File: src/rtl/tmm_consts.svh
`ifndef TMM_CONSTS_SVH
`define TMM_CONSTS_SVH

// Counter value loaded at start and after each timeout.
`define TMM_CNT_LOAD 16'hFFFF
// Counter value that marks a timeout.
`define TMM_CNT_TIMEOUT 16'h0000
// Counter value after reset.
`define TMM_CNT_RESET 16'h0000
// Prescaler value while it is disabled.
`define TMM_PRE_IDLE 8'hFF
// Wave pin level after reset.
`define TMM_WAVE_RESET 1'b0

// Pin action field codes.
`define TMM_ACT_OFF 2'h0
`define TMM_ACT_TOGGLE 2'h1
`define TMM_ACT_ZERO 2'h2
`define TMM_ACT_ONE 2'h3

// Bit positions inside the interrupt enable field.
`define TMM_IE_TIMEOUT 0
`define TMM_IE_GATE 1
`define TMM_IE_COMPARE 2

`endif

File: src/rtl/tmm_pkg.sv
package tmm_pkg;

  typedef enum logic [2:0] {
    TMM_MODE_PULSE_WIDTH = 3'h4,
    TMM_MODE_PERIOD = 3'h5,
    TMM_MODE_EVENT = 3'h6
  } tmm_mode_t;

  typedef enum logic [2:0] {
    TMM_ST_IDLE = 3'b000,
    TMM_ST_WAIT = 3'b001,
    TMM_ST_RUN = 3'b010,
    TMM_ST_RUN_HIGH = 3'b011,
    TMM_ST_HOLD = 3'b100,
    TMM_ST_DONE = 3'b101
  } tmm_state_t;

endpackage

File: src/rtl/tmm_prescaler.sv
`timescale 1ns/1ps
`include "tmm_consts.svh"
module tmm_prescaler #(
  parameter int PRE_WIDTH = 8
) (
  input wire logic clk,
  input wire logic rst_n,
  input wire logic run,
  input wire logic use_ext,
  input wire logic [2:0] tap_sel,
  input wire logic ext_clk_sync,
  output logic tick,
  output logic [PRE_WIDTH-1:0] taps_q
);

  logic sel_now;
  logic sel_prev_q;

  initial begin
    if (PRE_WIDTH != 8) begin
      $error("tmm_prescaler: PRE_WIDTH must be 8");
    end
  end

  // The prescaler counts down from all ones while the timer runs and
  // is parked at all ones otherwise, so its taps extend the count.
  always_ff @(posedge clk or negedge rst_n) begin
    if (!rst_n) begin
      taps_q <= `TMM_PRE_IDLE;
    end else if (run) begin
      taps_q <= taps_q - 8'h01;
    end else begin
      taps_q <= `TMM_PRE_IDLE;
    end
  end

  assign sel_now = use_ext ? ext_clk_sync : taps_q[tap_sel];

  always_ff @(posedge clk or negedge rst_n) begin
    if (!rst_n) begin
      sel_prev_q <= 1'b1;
    end else begin
      sel_prev_q <= sel_now;
    end
  end

  // One pulse per falling edge of the selected counter clock.
  assign tick = run & sel_prev_q & ~sel_now;

endmodule

File: src/rtl/tmm_sync.sv
`timescale 1ns/1ps
module tmm_sync #(
  parameter int WIDTH = 1
) (
  input wire logic clk,
  input wire logic rst_n,
  input wire logic [WIDTH-1:0] async_in,
  output logic [WIDTH-1:0] sync_out
);

  logic [WIDTH-1:0] stage1_q;

  initial begin
    if (WIDTH < 1) begin
      $error("tmm_sync: WIDTH must be at least 1");
    end
  end

  // Only the second stage reads the first one.
  // Both pins idle high, so the stages start high and no false edge follows.
  always_ff @(posedge clk or negedge rst_n) begin
    if (!rst_n) begin
      stage1_q <= '1;
      sync_out <= '1;
    end else begin
      stage1_q <= async_in;
      sync_out <= stage1_q;
    end
  end

endmodule

File: src/rtl/tmm_timer.sv
`timescale 1ns/1ps
`include "tmm_consts.svh"
module tmm_timer #(
  parameter int CNT_WIDTH = 16,
  parameter int PRE_WIDTH = 8
) (
  input wire logic ref_clk,
  input wire logic rstn,
  input wire logic software_run_bit,
  input wire logic prescaler_enable,
  input wire logic gate_enable_bit,
  input wire logic [2:0] operating_select,
  input wire logic [1:0] pin_action_field,
  input wire logic [2:0] irq_enable_bits,
  input wire logic external_clock_select,
  input wire logic [2:0] prescaler_tap_select,
  input wire logic [CNT_WIDTH-1:0] match_value,
  input wire logic gate_input_n,
  input wire logic count_clock_pin,
  input wire logic gate_event_clear,
  input wire logic timeout_clear,
  input wire logic compare_clear,
  output logic [CNT_WIDTH-1:0] count_value_q,
  output logic [PRE_WIDTH-1:0] prescaler_tap_bits_q,
  output logic running_flag_q,
  output logic gate_event_flag_q,
  output logic gate_level_bit_q,
  output logic compare_interrupt_flag_q,
  output logic match_flag_q,
  output logic timeout_flag_q,
  output logic pin_level_flag_q,
  output logic wave_pin_q,
  output logic wave_pin_oe_q,
  output logic irq_q
);

  logic rst_s1_q;
  logic rst_n_q;
  logic [1:0] pins_sync;
  logic gate_level;
  logic ext_clk_sync;
  logic gate_prev_q;
  logic gate_assert;
  logic gate_negate;
  logic sw_enable;
  logic mode_ok;
  tmm_pkg::tmm_state_t state_q;
  tmm_pkg::tmm_state_t state_d;
  logic counting;
  logic tick;
  logic load_pending_q;
  logic [CNT_WIDTH-1:0] cnt_next;
  logic hit_timeout;
  logic hit_match;
  logic gate_flag_set;
  logic [PRE_WIDTH-1:0] taps;
  logic wave_d;

  initial begin
    if (CNT_WIDTH != 16) begin
      $error("tmm_timer: CNT_WIDTH must be 16");
    end
    if (PRE_WIDTH != 8) begin
      $error("tmm_timer: PRE_WIDTH must be 8");
    end
  end

  // Reset is applied at once and released in step with the clock.
  always_ff @(posedge ref_clk or negedge rstn) begin
    if (!rstn) begin
      rst_s1_q <= 1'b0;
      rst_n_q <= 1'b0;
    end else begin
      rst_s1_q <= 1'b1;
      rst_n_q <= rst_s1_q;
    end
  end

  tmm_sync #(
    .WIDTH(2)
  ) u_sync (
    .clk(ref_clk),
    .rst_n(rst_n_q),
    .async_in({count_clock_pin, gate_input_n}),
    .sync_out(pins_sync)
  );

  assign gate_level = pins_sync[0];
  assign ext_clk_sync = pins_sync[1];

  // The gate is active low: assertion is a fall of the pin.
  always_ff @(posedge ref_clk or negedge rst_n_q) begin
    if (!rst_n_q) begin
      gate_prev_q <= 1'b1;
    end else begin
      gate_prev_q <= gate_level;
    end
  end

  assign gate_assert = gate_prev_q & ~gate_level;
  assign gate_negate = ~gate_prev_q & gate_level;

  always_ff @(posedge ref_clk or negedge rst_n_q) begin
    if (!rst_n_q) begin
      gate_level_bit_q <= 1'b1;
    end else begin
      gate_level_bit_q <= gate_level;
    end
  end

  assign sw_enable = software_run_bit & prescaler_enable;
  assign mode_ok = (operating_select == tmm_pkg::TMM_MODE_PULSE_WIDTH) ||
                   (operating_select == tmm_pkg::TMM_MODE_PERIOD) ||
                   (operating_select == tmm_pkg::TMM_MODE_EVENT);

  always_comb begin
    state_d = state_q;
    gate_flag_set = 1'b0;
    if (!sw_enable || !mode_ok) begin
      state_d = tmm_pkg::TMM_ST_IDLE;
    end else begin
      unique case (state_q)
        tmm_pkg::TMM_ST_IDLE: begin
          if (operating_select == tmm_pkg::TMM_MODE_EVENT &&
              !gate_enable_bit) begin
            state_d = tmm_pkg::TMM_ST_RUN;
          end else begin
            state_d = tmm_pkg::TMM_ST_WAIT;
          end
        end
        tmm_pkg::TMM_ST_WAIT: begin
          if (!gate_level) begin
            state_d = tmm_pkg::TMM_ST_RUN;
          end
        end
        tmm_pkg::TMM_ST_RUN: begin
          if (operating_select == tmm_pkg::TMM_MODE_PULSE_WIDTH) begin
            if (gate_negate) begin
              state_d = tmm_pkg::TMM_ST_DONE;
              gate_flag_set = 1'b1;
            end
          end else if (operating_select == tmm_pkg::TMM_MODE_PERIOD) begin
            if (gate_negate) begin
              state_d = tmm_pkg::TMM_ST_RUN_HIGH;
            end
          end else if (gate_enable_bit && gate_negate) begin
            state_d = tmm_pkg::TMM_ST_HOLD;
            gate_flag_set = 1'b1;
          end
        end
        tmm_pkg::TMM_ST_RUN_HIGH: begin
          if (gate_assert) begin
            state_d = tmm_pkg::TMM_ST_DONE;
            gate_flag_set = 1'b1;
          end
        end
        tmm_pkg::TMM_ST_HOLD: begin
          if (!gate_level) begin
            state_d = tmm_pkg::TMM_ST_RUN;
          end
        end
        tmm_pkg::TMM_ST_DONE: begin
          state_d = tmm_pkg::TMM_ST_DONE;
        end
        default: begin
          state_d = tmm_pkg::TMM_ST_IDLE;
        end
      endcase
    end
  end

  always_ff @(posedge ref_clk or negedge rst_n_q) begin
    if (!rst_n_q) begin
      state_q <= tmm_pkg::TMM_ST_IDLE;
    end else begin
      state_q <= state_d;
    end
  end

  assign counting = (state_q == tmm_pkg::TMM_ST_RUN) ||
                    (state_q == tmm_pkg::TMM_ST_RUN_HIGH);

  always_ff @(posedge ref_clk or negedge rst_n_q) begin
    if (!rst_n_q) begin
      running_flag_q <= 1'b0;
    end else begin
      running_flag_q <= (state_d == tmm_pkg::TMM_ST_RUN) ||
                        (state_d == tmm_pkg::TMM_ST_RUN_HIGH);
    end
  end

  tmm_prescaler #(
    .PRE_WIDTH(PRE_WIDTH)
  ) u_pre (
    .clk(ref_clk),
    .rst_n(rst_n_q),
    .run(counting),
    .use_ext(external_clock_select),
    .tap_sel(prescaler_tap_select),
    .ext_clk_sync(ext_clk_sync),
    .tick(tick),
    .taps_q(taps)
  );

  always_ff @(posedge ref_clk or negedge rst_n_q) begin
    if (!rst_n_q) begin
      prescaler_tap_bits_q <= `TMM_PRE_IDLE;
    end else begin
      prescaler_tap_bits_q <= taps;
    end
  end

  // A fresh start loads all ones; resuming from a pause keeps the count.
  always_ff @(posedge ref_clk or negedge rst_n_q) begin
    if (!rst_n_q) begin
      load_pending_q <= 1'b0;
    end else if (state_q == tmm_pkg::TMM_ST_IDLE ||
                 state_q == tmm_pkg::TMM_ST_WAIT) begin
      load_pending_q <= 1'b1;
    end else if (tick) begin
      load_pending_q <= 1'b0;
    end
  end

  // Decrementing from zero wraps to all ones, which is the reload.
  assign cnt_next = load_pending_q ? `TMM_CNT_LOAD :
                    count_value_q - 16'h0001;
  assign hit_timeout = tick && cnt_next == `TMM_CNT_TIMEOUT;
  assign hit_match = tick && cnt_next == match_value;

  // No preload value ever reaches the counter in these modes.
  always_ff @(posedge ref_clk or negedge rst_n_q) begin
    if (!rst_n_q) begin
      count_value_q <= `TMM_CNT_RESET;
    end else if (tick) begin
      count_value_q <= cnt_next;
    end
  end

  // A set arriving with a clear wins in every flag below except match_flag_q, where a timeout clears it over a match.
  always_ff @(posedge ref_clk or negedge rst_n_q) begin
    if (!rst_n_q) begin
      timeout_flag_q <= 1'b0;
    end else if (hit_timeout) begin
      timeout_flag_q <= 1'b1;
    end else if (timeout_clear) begin
      timeout_flag_q <= 1'b0;
    end
  end

  always_ff @(posedge ref_clk or negedge rst_n_q) begin
    if (!rst_n_q) begin
      match_flag_q <= 1'b0;
    end else if (hit_timeout) begin
      match_flag_q <= 1'b0;
    end else if (hit_match) begin
      match_flag_q <= 1'b1;
    end
  end

  always_ff @(posedge ref_clk or negedge rst_n_q) begin
    if (!rst_n_q) begin
      compare_interrupt_flag_q <= 1'b0;
    end else if (hit_match) begin
      compare_interrupt_flag_q <= 1'b1;
    end else if (compare_clear) begin
      compare_interrupt_flag_q <= 1'b0;
    end
  end

  always_ff @(posedge ref_clk or negedge rst_n_q) begin
    if (!rst_n_q) begin
      gate_event_flag_q <= 1'b0;
    end else if (gate_flag_set) begin
      gate_event_flag_q <= 1'b1;
    end else if (gate_event_clear) begin
      gate_event_flag_q <= 1'b0;
    end
  end

  always_comb begin
    wave_d = wave_pin_q;
    if (hit_timeout) begin
      unique case (pin_action_field)
        `TMM_ACT_OFF: wave_d = wave_pin_q;
        `TMM_ACT_TOGGLE: wave_d = ~wave_pin_q;
        `TMM_ACT_ZERO: wave_d = 1'b0;
        `TMM_ACT_ONE: wave_d = 1'b1;
      endcase
    end
  end

  always_ff @(posedge ref_clk or negedge rst_n_q) begin
    if (!rst_n_q) begin
      wave_pin_q <= `TMM_WAVE_RESET;
      pin_level_flag_q <= `TMM_WAVE_RESET;
      wave_pin_oe_q <= 1'b0;
    end else begin
      wave_pin_q <= wave_d;
      pin_level_flag_q <= wave_d;
      wave_pin_oe_q <= pin_action_field != `TMM_ACT_OFF;
    end
  end

  always_ff @(posedge ref_clk or negedge rst_n_q) begin
    if (!rst_n_q) begin
      irq_q <= 1'b0;
    end else begin
      irq_q <= (irq_enable_bits[`TMM_IE_TIMEOUT] & timeout_flag_q) |
               (irq_enable_bits[`TMM_IE_GATE] & gate_event_flag_q) |
               (irq_enable_bits[`TMM_IE_COMPARE] &
                compare_interrupt_flag_q);
    end
  end

endmodule

File: config.mk
export PLATFORM = sky130hd
export DESIGN_NAME = tmm_timer
export DESIGN_NICKNAME = d
export VERILOG_FILES = /design/src/rtl/tmm_pkg.sv /design/src/rtl/tmm_prescaler.sv /design/src/rtl/tmm_sync.sv /design/src/rtl/tmm_timer.sv
export VERILOG_INCLUDE_DIRS = /design/src /design/src/rtl
export SDC_FILE = /design/constraint.sdc
export NUM_CORES = 1
export LEC_CHECK = 0
export BUFFER_PORTS_ARGS = -buffer_cell sky130_fd_sc_hd__buf_2
export CORE_ASPECT_RATIO = 0.75
export CORE_MARGIN = 2
export CORE_UTILIZATION = 54
export CTS_CLUSTER_DIAMETER = 150
export DETAILED_ROUTE_END_ITERATION = 8
export GPL_ROUTABILITY_DRIVEN = 1
export PLACE_DENSITY = 0.91
export SYNTH_ARGS = -nofsm -noshare
export SYNTH_HDL_FRONTEND = slang
export SYNTH_SLANG_ARGS = --single-unit
File: constraint.sdc
create_clock -name ref_clk -period 1.87 [get_ports ref_clk]
set_clock_uncertainty 0.05 [all_clocks]
set_input_delay 0.187 -clock ref_clk [delete_from_list [all_inputs] [get_ports ref_clk]]
set_output_delay 0.187 -clock ref_clk [all_outputs]
set_load 0.05 [all_outputs]
== Yosys cells after proc, flatten, opt, wreduce, memory -nomap -nowiden ==
Index checks and enable logic that the tools add are counted.

* Muxes and demuxes: 33
* Bitwise operators: 15
* $mul: 0
* Shift-type cells: 0
* Reductions and logical operators: 24
* $lt $le $gt $ge: 1
* Equal/unequal tests: 14
* Add/sub/neg operators: 2
* Div/mod/pow operators: 0

{| class="wikitable"
|+ Operators with widths
! operator !! number
|-
| $mux 3 || 8
|-
| $mux 1 || 18
|-
| $eq 16x16->1 || 1
|-
| $logic_not 16->1 || 1
|-
| $mux 16 || 1
|-
| $sub 16x1->16 const B || 1
|-
| $eq 3x3->1 const B || 5
|-
| $pmux 3 s5 || 1
|-
| $eq 3x2->1 const B || 4
|-
| $reduce_bool 2->1 || 6
|-
| $and 1x1->1 || 8
|-
| $mux 8 || 1
|-
| $sub 8x1->8 const B || 1
|-
| $logic_or 1x1->1 || 6
|-
| $not 1->1 || 5
|-
| $eq 2x2->1 const B || 2
|-
| $logic_and 1x1->1 || 4
|-
| $lt 3x4->1 const B || 1
|-
| $bmux 1 s3 || 1
|-
| $eq 3x1->1 const B || 1
|-
| $logic_not 1->1 || 3
|-
| $logic_not 3->1 || 1
|-
| $pmux 1 s3 || 1
|-
| $eq 2x1->1 const B || 1
|-
| 6 further kinds || 7
|}

* Bits in writable memories: 0
* Memories kept: 0
* Bits in latches: 0
* Flip-flop bits (word level): 52
* Word-level logic and storage cells: 108
* Memory bits (read-only): 0

== Depth between registers and ports, before layout ==
Gate-level depths: netlist of the first run.

* Depth in word-level cells: 10
* Gate-level depth with buffers: 11
* Depth with buffers taken out: 9

== Cells and area by module ==
A second synthesis of the first run with hierarchy kept.

* Cells, all modules: 314
* Area, all modules: 2964.1 µm²

{| class="wikitable"
|+ By module, submodules not included
! module !! area each (µm²) !! cells an instance !! sequential area each (µm²) !! times used
|-
| tmm_timer || 2381.0 || 266 || 987.2 || 1
|-
| tmm_prescaler || 478.0 || 44 || 236.5 || 1
|-
| tmm_sync || 105.1 || 4 || 105.1 || 1
|}

== Worst setup path before layout of the first run ==
Ideal clock, no wire load.

* Kind: reg-to-reg
* From: register count_value_q[0]
* To: register match_flag_q
* Cell stages (with the launch flop): 12
* Setup time: 78 ps
* Path slack: -1230 ps
* Arrival: 2972 ps
* Period minus slack after synthesis: 3100 ps
* Path through: dfrtp_1 clkbuf_1 inv_1 ha_1 or3b_1 buf_6 o21a_1 or4_1 a211o_1 a32oi_1 nand4_1 a21boi_1

* Word-level cells in the longest chain between the ends: 5
* Elaborated cells on any way between the ends: 8

{| class="wikitable"
|+ RTL lines
! what !! line !! source
|-
| from (decl) || tmm_timer.sv:23 || <nowiki>output logic [CNT_WIDTH-1:0] count_value_q,</nowiki>
|-
| from (signal assigned) || tmm_timer.sv:234 || <nowiki>count_value_q <= `TMM_CNT_RESET;</nowiki>
|-
| from (signal assigned) || tmm_timer.sv:236 || <nowiki>count_value_q <= cnt_next;</nowiki>
|-
| $sub 16x1->16 (*) || tmm_timer.sv:227 || <nowiki>count_value_q - 16'h0001;</nowiki>
|-
| $mux 16 (*) || tmm_timer.sv:226 || <nowiki>assign cnt_next = load_pending_q ? `TMM_CNT_LOAD :</nowiki>
|-
| $eq 16x16->1 / $logic_not 16->1 (equally long branches) || -- ||
|-
| $logic_and 1x1->1, on equally long branches || -- ||
|-
| $reduce_bool 2->1 (no line) / $mux 1 (equally long branches) || -- ||
|-
| to (signal assigned) || tmm_timer.sv:253 || <nowiki>match_flag_q <= 1'b0;</nowiki>
|-
| to (signal assigned) || tmm_timer.sv:255 || <nowiki>match_flag_q <= 1'b0;</nowiki>
|-
| to (signal assigned) || tmm_timer.sv:257 || <nowiki>match_flag_q <= 1'b1;</nowiki>
|-
| to (decl) || tmm_timer.sv:29 || <nowiki>output logic match_flag_q,</nowiki>
|}

Every way passes the cells marked *; elsewhere a longest branch is shown, timed or not.
A chain may end at the register's enable or synchronous reset.

== Final worst setup path of the first run ==
* From: register count_value_q[1]
* To: register match_flag_q

The elaborated chain is that of the path after synthesis.

==> results of run 1 <==
## registers in the layout, indices dropped and copies added, names as in the netlist
| register | count |
|---|---|
| gate_event_flag_q | 1 |
| irq_q | 1 |
| count_value_q | 16 |
| wave_pin_oe_q | 1 |
| u_pre.taps_q | 8 |
| prescaler_tap_bits_q | 8 |
| running_flag_q | 1 |
| u_sync.sync_out | 2 |
| gate_level_bit_q | 1 |
| match_flag_q | 1 |
| rst_s1_q | 1 |
| timeout_flag_q | 1 |
| wave_pin_q | 1 |
| u_pre.sel_prev_q | 1 |
| state_q | 3 |
| u_sync.stage1_q | 2 |
| compare_interrupt_flag_q | 1 |
| load_pending_q | 1 |
| rst_n_q | 1 |
## cell usage after synthesis (2+ instances only)
library cell,instances
o21ai_0,32
dfrtp_1,30
nand2_1,29
dfstp_2,22
inv_1,22
nor2_1,22
a21oi_1,17
nand3_1,17
clkbuf_1,16
xnor2_1,16
nor3_1,7
or4_1,7
nand2b_1,6
nand4_1,6
o31ai_1,6
or3_1,6
o211ai_1,5
xor2_1,5
a21boi_0,4
a31oi_1,4
mux2_2,4
a22oi_1,3
nor3b_1,3
nor4_1,3
nor4_4,3
o22ai_1,3
a2111oi_0,2
a211o_1,2
and2_1,2
and3_1,2
buf_4,2
buf_6,2
ha_1,2
mux2i_1,2
nor4_2,2
o41ai_1,2
or2_2,2
## repair_timing
item / CTS / global route
buffers inserted: 15 / 15
resized for setup: 58 / 46
hold endpoints to repair: 6 / 1
endpoints found under the setup margin: 21 / 21
pin swaps: 18 / 26
hold buffers: 5 / 1
gates cloned: 0 / 1
## routing by layer
layer | share of wire [%] | vias up | wire (um)
li1 | - | 1583 | -
met1 | 33 | 1908 | 5090
met2 | 41 | 480 | 6290
met3 | 16 | 168 | 2460
met4 | 9.3 | 0 | 1420
met5 | 0 | - | 0
## how the worst min path moves through the flow
stage                              from  cells after the start                      end  slack (ns)
finish              pin_action_field[1]                      3  wave_pin_oe_q$_DFF_PN0_        0.03
CTS                 pin_action_field[1]                      3  wave_pin_oe_q$_DFF_PN0_        0.03
floorplan                          rstn                      0        rst_n_q$_DFF_PN0_       -0.16
global route         irq_enable_bits[2]                      3          irq_q$_DFF_PN0_        0.03
global placement                   rstn                      1       rst_s1_q$_DFF_PN0_       -0.07
detailed placement                 rstn                      1       rst_s1_q$_DFF_PN0_       -0.08
## worst reg2reg max path, delay by kind of cell (launching register included)
family | cells | cell delay [ns]
compound gates | 4 | 0.93
buf+inv | 1 | 0.11
flops | 1 | 0.45
fa+ha+maj | 1 | 0.14
simple gates | 3 | 1.11
## kinds of logic (layout without fill, tap and decap cells)
logic type / Yosys count / in the layout
xor gates and xnor gates: 21 / 21
DFF: 52 / 52
and+or+nand+nor: 125 / 126
muxes: 7 / 7
adders and majority gates: 2 / 2
buffers and inverters: 43 / 206
other: 1 / 1
AOI/OAI and AO/OA: 94 / 94
## metrics by stage
stage | util (%) | instances | hold slack, ns
2_1_floorplan | - | 345 | -0.159
3_3_place_gp | 72.4 | 545 | -0.0747
3_5_place_dp | 72.4 | 545 | -0.0753
4_1_cts | 80.6 | 572 | 0.0310
5_1_grt | 86.5 | 587 | 0.0345
6_report | 86.5 | 587 | 0.0271
## power breakdown
part	switching, mW	leakage, nW	internal (mW)
combinational	0.681	1.48	0.441
sequential	0.0916	0.596	1.19
clock	0.431	0.0596	0.386
total	1.20	2.14	2.02
## final cells by class
type	count	area, um^2
clock buffer	7	108
clock inverter	1	8.76
fill	270	776
inverter	22	85.1
multi-input combinational	251	2040
sequential	52	1340
tap	78	97.6
timing repair buffer	176	1280
==> metrics.txt, run 1 <==
status finished with violations; violations in the final reports negative setup slack; area leader, netlist dfrtp_1; Iter 0 DRT Violations 735; multiplexer area fraction after synthesis 2.77%; total power draw 3.22 mW; area share of and/or/nand/nor cells after synthesis 23.4%; total of max-cap violations 0; placed instance area 4150 um^2; data arrival time at the worst-slack endpoint 3.05 ns; hpwl dp 7450 um; iteration count of the initial detailed-routing pass 8; max-slew violation count 0; total CTS buffers 5; area fraction in compound gates after synthesis 19.4%; I/O pin count 72; H-tree depth reported by CTS 2; Critical Path Sink match_flag_q$_DFFE_PN0P_; Tmin final 2.85 ns; Synth Flop Type dfrtp_1; Chip Width 92.4 um; Antenna Diode Count 0; pin count of the biggest net entering global routing 42; setup tns final -10.25 ns; global route hottest layer met2; met2 routing resource usage after global routing 62.0%; Port Buffer Count 71; power per cell area 649 nW/um^2; total via count in the routed design 4,139; fraction of final layout cells with drive strength greater than 1 54.6%; R2R Path Start count_value_q[1]$_DFFE_PN0P_; post-synthesis register bit count 52; DRC errors left 0; area overhead of the layout relative to synthesis 56.6%; CTS tree yes; post-synthesis sequential area ratio 42.0%; most frequent cells in the layout buf_4 (81), buf_2 (71), nand2_1 (27); Core Rows 24; drt via density 7.05; Setup crit start kind register; final setup violating endpoints 22; clock buffer depth 2; Initial Util 55.2%; final worst setup slack -0.983 ns; Setup Crit Path Kind register to register; routability-driven placement congestion ratio 0.994; count of clock tree sinks 52; delay of the slowest critical-path stage 0.45 ns; fraction of synthesized cell area in xor and xnor cells 5.81%; R2R setup slack -0.98 ns; data required time at the worst endpoint 2.07 ns; depth of the worst register-to-register path 9; first-pass GRT wire length 20,200 um; final wirelength 15,300 um; GR Layer Usage met3 12.1%; number of cells on the critical path 9; worst setup timing slack at the placement stage -0.845 ns; clock-pin slew on the worst setup and hold paths 0.11 ns; number of unique standard cell types used by synthesis 62; commonest non-fill, non-tap cell in the layout buf_4; class of the most critical hold timing path primary input to register; instance count of the mapped netlist 345; Net Count, Synth 385; fraction of the cycle the final worst path needs 153%; summed area of non-filler cells in the final layout 4960 um^2; adder-cell area share of the yosys netlist 0.790%; LEAKAGE 2.14 nW; number of nets in the finished design 548; aggregate global-route resource usage 40.7%; final-report hold violation count 0; via count of the first global-routing pass 3,788; latest clock arrival within the worst-skew pair 0.32 ns; count of warnings emitted by yosys 0; post-detailed-route count of antenna-violating nets 0; cell types occupying the most area after synthesis dfrtp_1 (24%), dfstp_2 (18%), o21ai_0 (5.1%), xnor2_1 (4.4%), nand2_1 (3.4%); area of the die 6500 um^2; worst setup path startpoint count_value_q[1]$_DFFE_PN0P_; combinational family with the most area after synthesis simple AND/OR/NAND/NOR gates; endpoint class of the critical path register; count of buffer and inverter cells on the critical path 1; largest driver fanout on the critical path 4; Global Route met1 Usage 51.7%; antenna violations before repair 0; die span in y 70.3 um; cell breakdown of the critical path inv_2 > ha_4 > or3b_4 > o21a_1 > or4_1 > a211o_1 > a32oi_2 > nand4_1 > a21boi_1; root buffer selected by CTS clkbuf_8; average cell area after synthesis 9.18 um^2; Top Family by Delay on Critical Path simple AND/OR/NAND/NOR gates; mean routed wirelength per cell 26.0 um; Async S/R FF share, synth 100%; number of synthesized flops with an enable pin 0; unrepaired setup endpoints after global routing true; maximum achievable frequency 350 MHz; portion of synthesized cell area occupied by the leading cell type 23.7%; worst vdd ir 425 uV; Critical Path Slowest Stage Cell dfrtp_2; Crit Reg-Reg Endpoint match_flag_q$_DFFE_PN0P_; leftover overflow at the end of global routing 0; post-synthesis cell area 3170 um^2; core region area 5740 um^2
(Power assumes the default switching activity.)
==> inputs of run 2 (changes only) <==
- CORE_UTILIZATION: 54 -> 30
- PLACE_DENSITY: 0.91 -> 0.6
==> run 2 against run 1 <==
  * The flow still finishes with violations (negative setup slack)
  * Sequential power barely moved
  * Maximum frequency rose by 8.5%
  * Combinational power fell by 13%
  * Routed wire length fell by 32%
  * Cell count rose by 12%
  * Critical path depth did not move
  * Via count fell by 18%
  * Clock power rose by 17%
  * Count of clock-buffer cells in the layout did not move
  * Critical path type unchanged
  * Largest cell class unchanged
==> metrics.txt, run 2 (synthesized netlist as in run 1, its figures left out) <==
Chip Width 123 um (+33%); CTS tree yes; placed instance area 4360 um^2 (+5.0%); Tmin final 2.63 ns (-0.223 ns); class of the most critical hold timing path primary input to register; Setup crit start kind register; final worst setup slack -0.760 ns (+0.223 ns); number of filler instances in the final layout 953 (+250%); clock buffer depth 2 (unchanged); worst vdd ir 340 uV (-20%); Placed Cells incl. Taps 621 (+14%); DRC errors left 0 (unchanged); violations in the final reports negative setup slack; largest driver fanout on the critical path 4 (unchanged); core region area 10,300 um^2 (+79%); maximum achievable frequency 380 MHz (+8.5%); biggest registers after layout count_value_q x16, prescaler_tap_bits_q x8, u_pre.taps_q x8; Final Non-Filler Cells 656 (+12%); power per cell area 629 nW/um^2 (-3.0%); mean routed wirelength per cell 15.9 um (-39%); area of the die 11,400 um^2 (+75%); commonest non-fill, non-tap cell in the layout buf_4; I/O pin count 72 (unchanged); root buffer selected by CTS clkbuf_16; fraction of final layout cells with drive strength greater than 1 53.5% (-1.2 points); antenna violations before repair 0 (unchanged); Iter 0 DRT Violations 234 (-68%); Crit Reg-Reg Endpoint wave_pin_q$_DFFE_PN0P_; max-slew violation count 0 (unchanged); Critical Path Sink wave_pin_q$_DFFE_PN0P_; Largest register FFs 16 (unchanged); largest register by flop count count_value_q; routability-driven placement congestion ratio 0.950 (-4.5%); area overhead of the layout relative to synthesis 59.5%; leftover overflow at the end of global routing 0 (unchanged); drt via density 5.19 (-26%); count of clock tree sinks 52 (unchanged); final setup violating endpoints 21 (-4.5%); H-tree depth reported by CTS 2 (unchanged); worst setup path startpoint count_value_q[1]$_DFFE_PN0P_; latest clock arrival within the worst-skew pair 0.30 ns (-0.02 ns); R2R Path Start count_value_q[1]$_DFFE_PN0P_; final-report hold violation count 0 (unchanged); most frequent cells in the layout buf_4 (90), buf_2 (71), nand2_1 (25); aggregate global-route resource usage 18.4% (-22 points); status finished with violations; pin count of the biggest net entering global routing 33 (-21%); Port Buffer Count 71 (unchanged); Antenna Diode Count 0 (unchanged); data arrival time at the worst-slack endpoint 2.76 ns (-0.29 ns); fraction of the cycle the final worst path needs 141% (-12 points); total of max-cap violations 0 (unchanged); first-pass GRT wire length 16,300 um (-19%); R2R setup slack -0.76 ns (+0.22 ns); die span in y 93.0 um (+32%); Core Rows 32 (+33%); unrepaired setup endpoints after global routing true; post-detailed-route count of antenna-violating nets 0 (unchanged); LEAKAGE 2.18 nW (+1.9%); via count of the first global-routing pass 3,189 (-16%); summed area of non-filler cells in the final layout 5050 um^2 (+1.8%); Initial Util 30.8% (-24 points); number of nets in the finished design 559 (+2.0%); clock-pin slew on the worst setup and hold paths 0.08 ns (-0.03 ns); depth of the worst register-to-register path 9 (unchanged); final wirelength 10,400 um (-32%); iteration count of the initial detailed-routing pass 5 (-3); hpwl dp 7600 um (+2.0%); total via count in the routed design 3,407 (-18%); total CTS buffers 5 (unchanged); endpoint class of the critical path register; data required time at the worst endpoint 2.00 ns (-0.07 ns); Worst Hold Margin 0.0216 ns (-0.00551 ns); Setup Crit Path Kind register to register
[run 2: cell count changes in the layout (fill, tap and decap cells not counted), moves of 3 or more]
| cell | previous run | this run |
|---|---|---|
| buf_4 | 81 | 90 |
| o21ai_0 | 13 | 20 |
| o21ai_2 | 11 | 5 |
| buf_6 | 11 | 16 |
| clkbuf_8 | 6 | 1 |
| clkbuf_16 | 1 | 5 |
| dlygate4sd3_1 | 6 | 3 |
| nor2_2 | 3 | 0 |
| o31ai_4 | 3 | 0 |
[run 2: power by group]
part	internal [mW]	switching, mW	total [mW]
registers	1.19	0.0619	1.25
logic	0.405	0.565	0.970
clock network	0.535	0.422	0.956
total	2.13	1.05	3.18
[run 2: how the worst min path moves through the flow]
stage / start / slack [ns] / to / cells past startpoint
floorplan: rstn / -0.16 / rst_n_q$_DFF_PN0_ / 0
CTS: timeout_clear / 0.01 / timeout_flag_q$_DFFE_PN0P_ / 2
finish: gate_event_clear / 0.02 / gate_event_flag_q$_DFFE_PN0P_ / 2
detailed placement: rstn / -0.07 / rst_s1_q$_DFF_PN0_ / 1
global route: gate_event_clear / 0.02 / gate_event_flag_q$_DFFE_PN0P_ / 2
global placement: rstn / -0.07 / rst_s1_q$_DFF_PN0_ / 1
[run 2: metal layers]
metal | up-vias | track usage, % | wire length [um]
met5 | - | 0 | 0
met4 | 0 | 3.54 | 87
met3 | 9 | 4.02 | 674
met2 | 125 | 27.5 | 4700
met1 | 1670 | 27.2 | 4990
li1 | 1603 | - | -
[run 2: layout make-up]
type | count | area (um^2) | area share (%)
clock buffers | 7 | 143 | 2.82
repair buffers | 187 | 1370 | 27.2
clock inverters | 1 | 7.51 | 0.149
inverters | 22 | 85.1 | 1.68
multi-input cells | 251 | 1930 | 38.3
well taps | 136 | 170 | 3.37
flip-flops and latches | 52 | 1340 | 26.6
[run 2: through the flow]
step                power, mW  utilization, %  setup WS, ns  TNS (ns)
floorplan                1.75               -        -0.929     -4.53
global placement         2.10            42.4        -0.913     -8.52
detailed placement       2.12            42.4        -0.955     -8.54
CTS                      3.13            46.9        -0.816     -8.16
global route             3.32            49.1        -0.840     -9.61
finish                   3.18            49.1        -0.760     -8.03
[run 2: timing repair]
action | CTS | global route
setup endpoints to repair | 21 | 21
setup buffers | 12 | 11
hold buffers | 3 | 0
pin swaps | 16 | 13
cloned | 2 | 0
gates resized for setup | 45 | 33
endpoints found under the hold margin | 4 | 0
[run 2: critical path: stages (launching register included)]
cell       delay, ns
dfrtp_2         0.42
inv_2           0.08
ha_4            0.12
or3b_4          0.41
o21a_1          0.23
a2111oi_1       0.47
o2111a_1        0.34
nand4bb_4       0.15
o21ai_0         0.16
a21oi_1         0.08
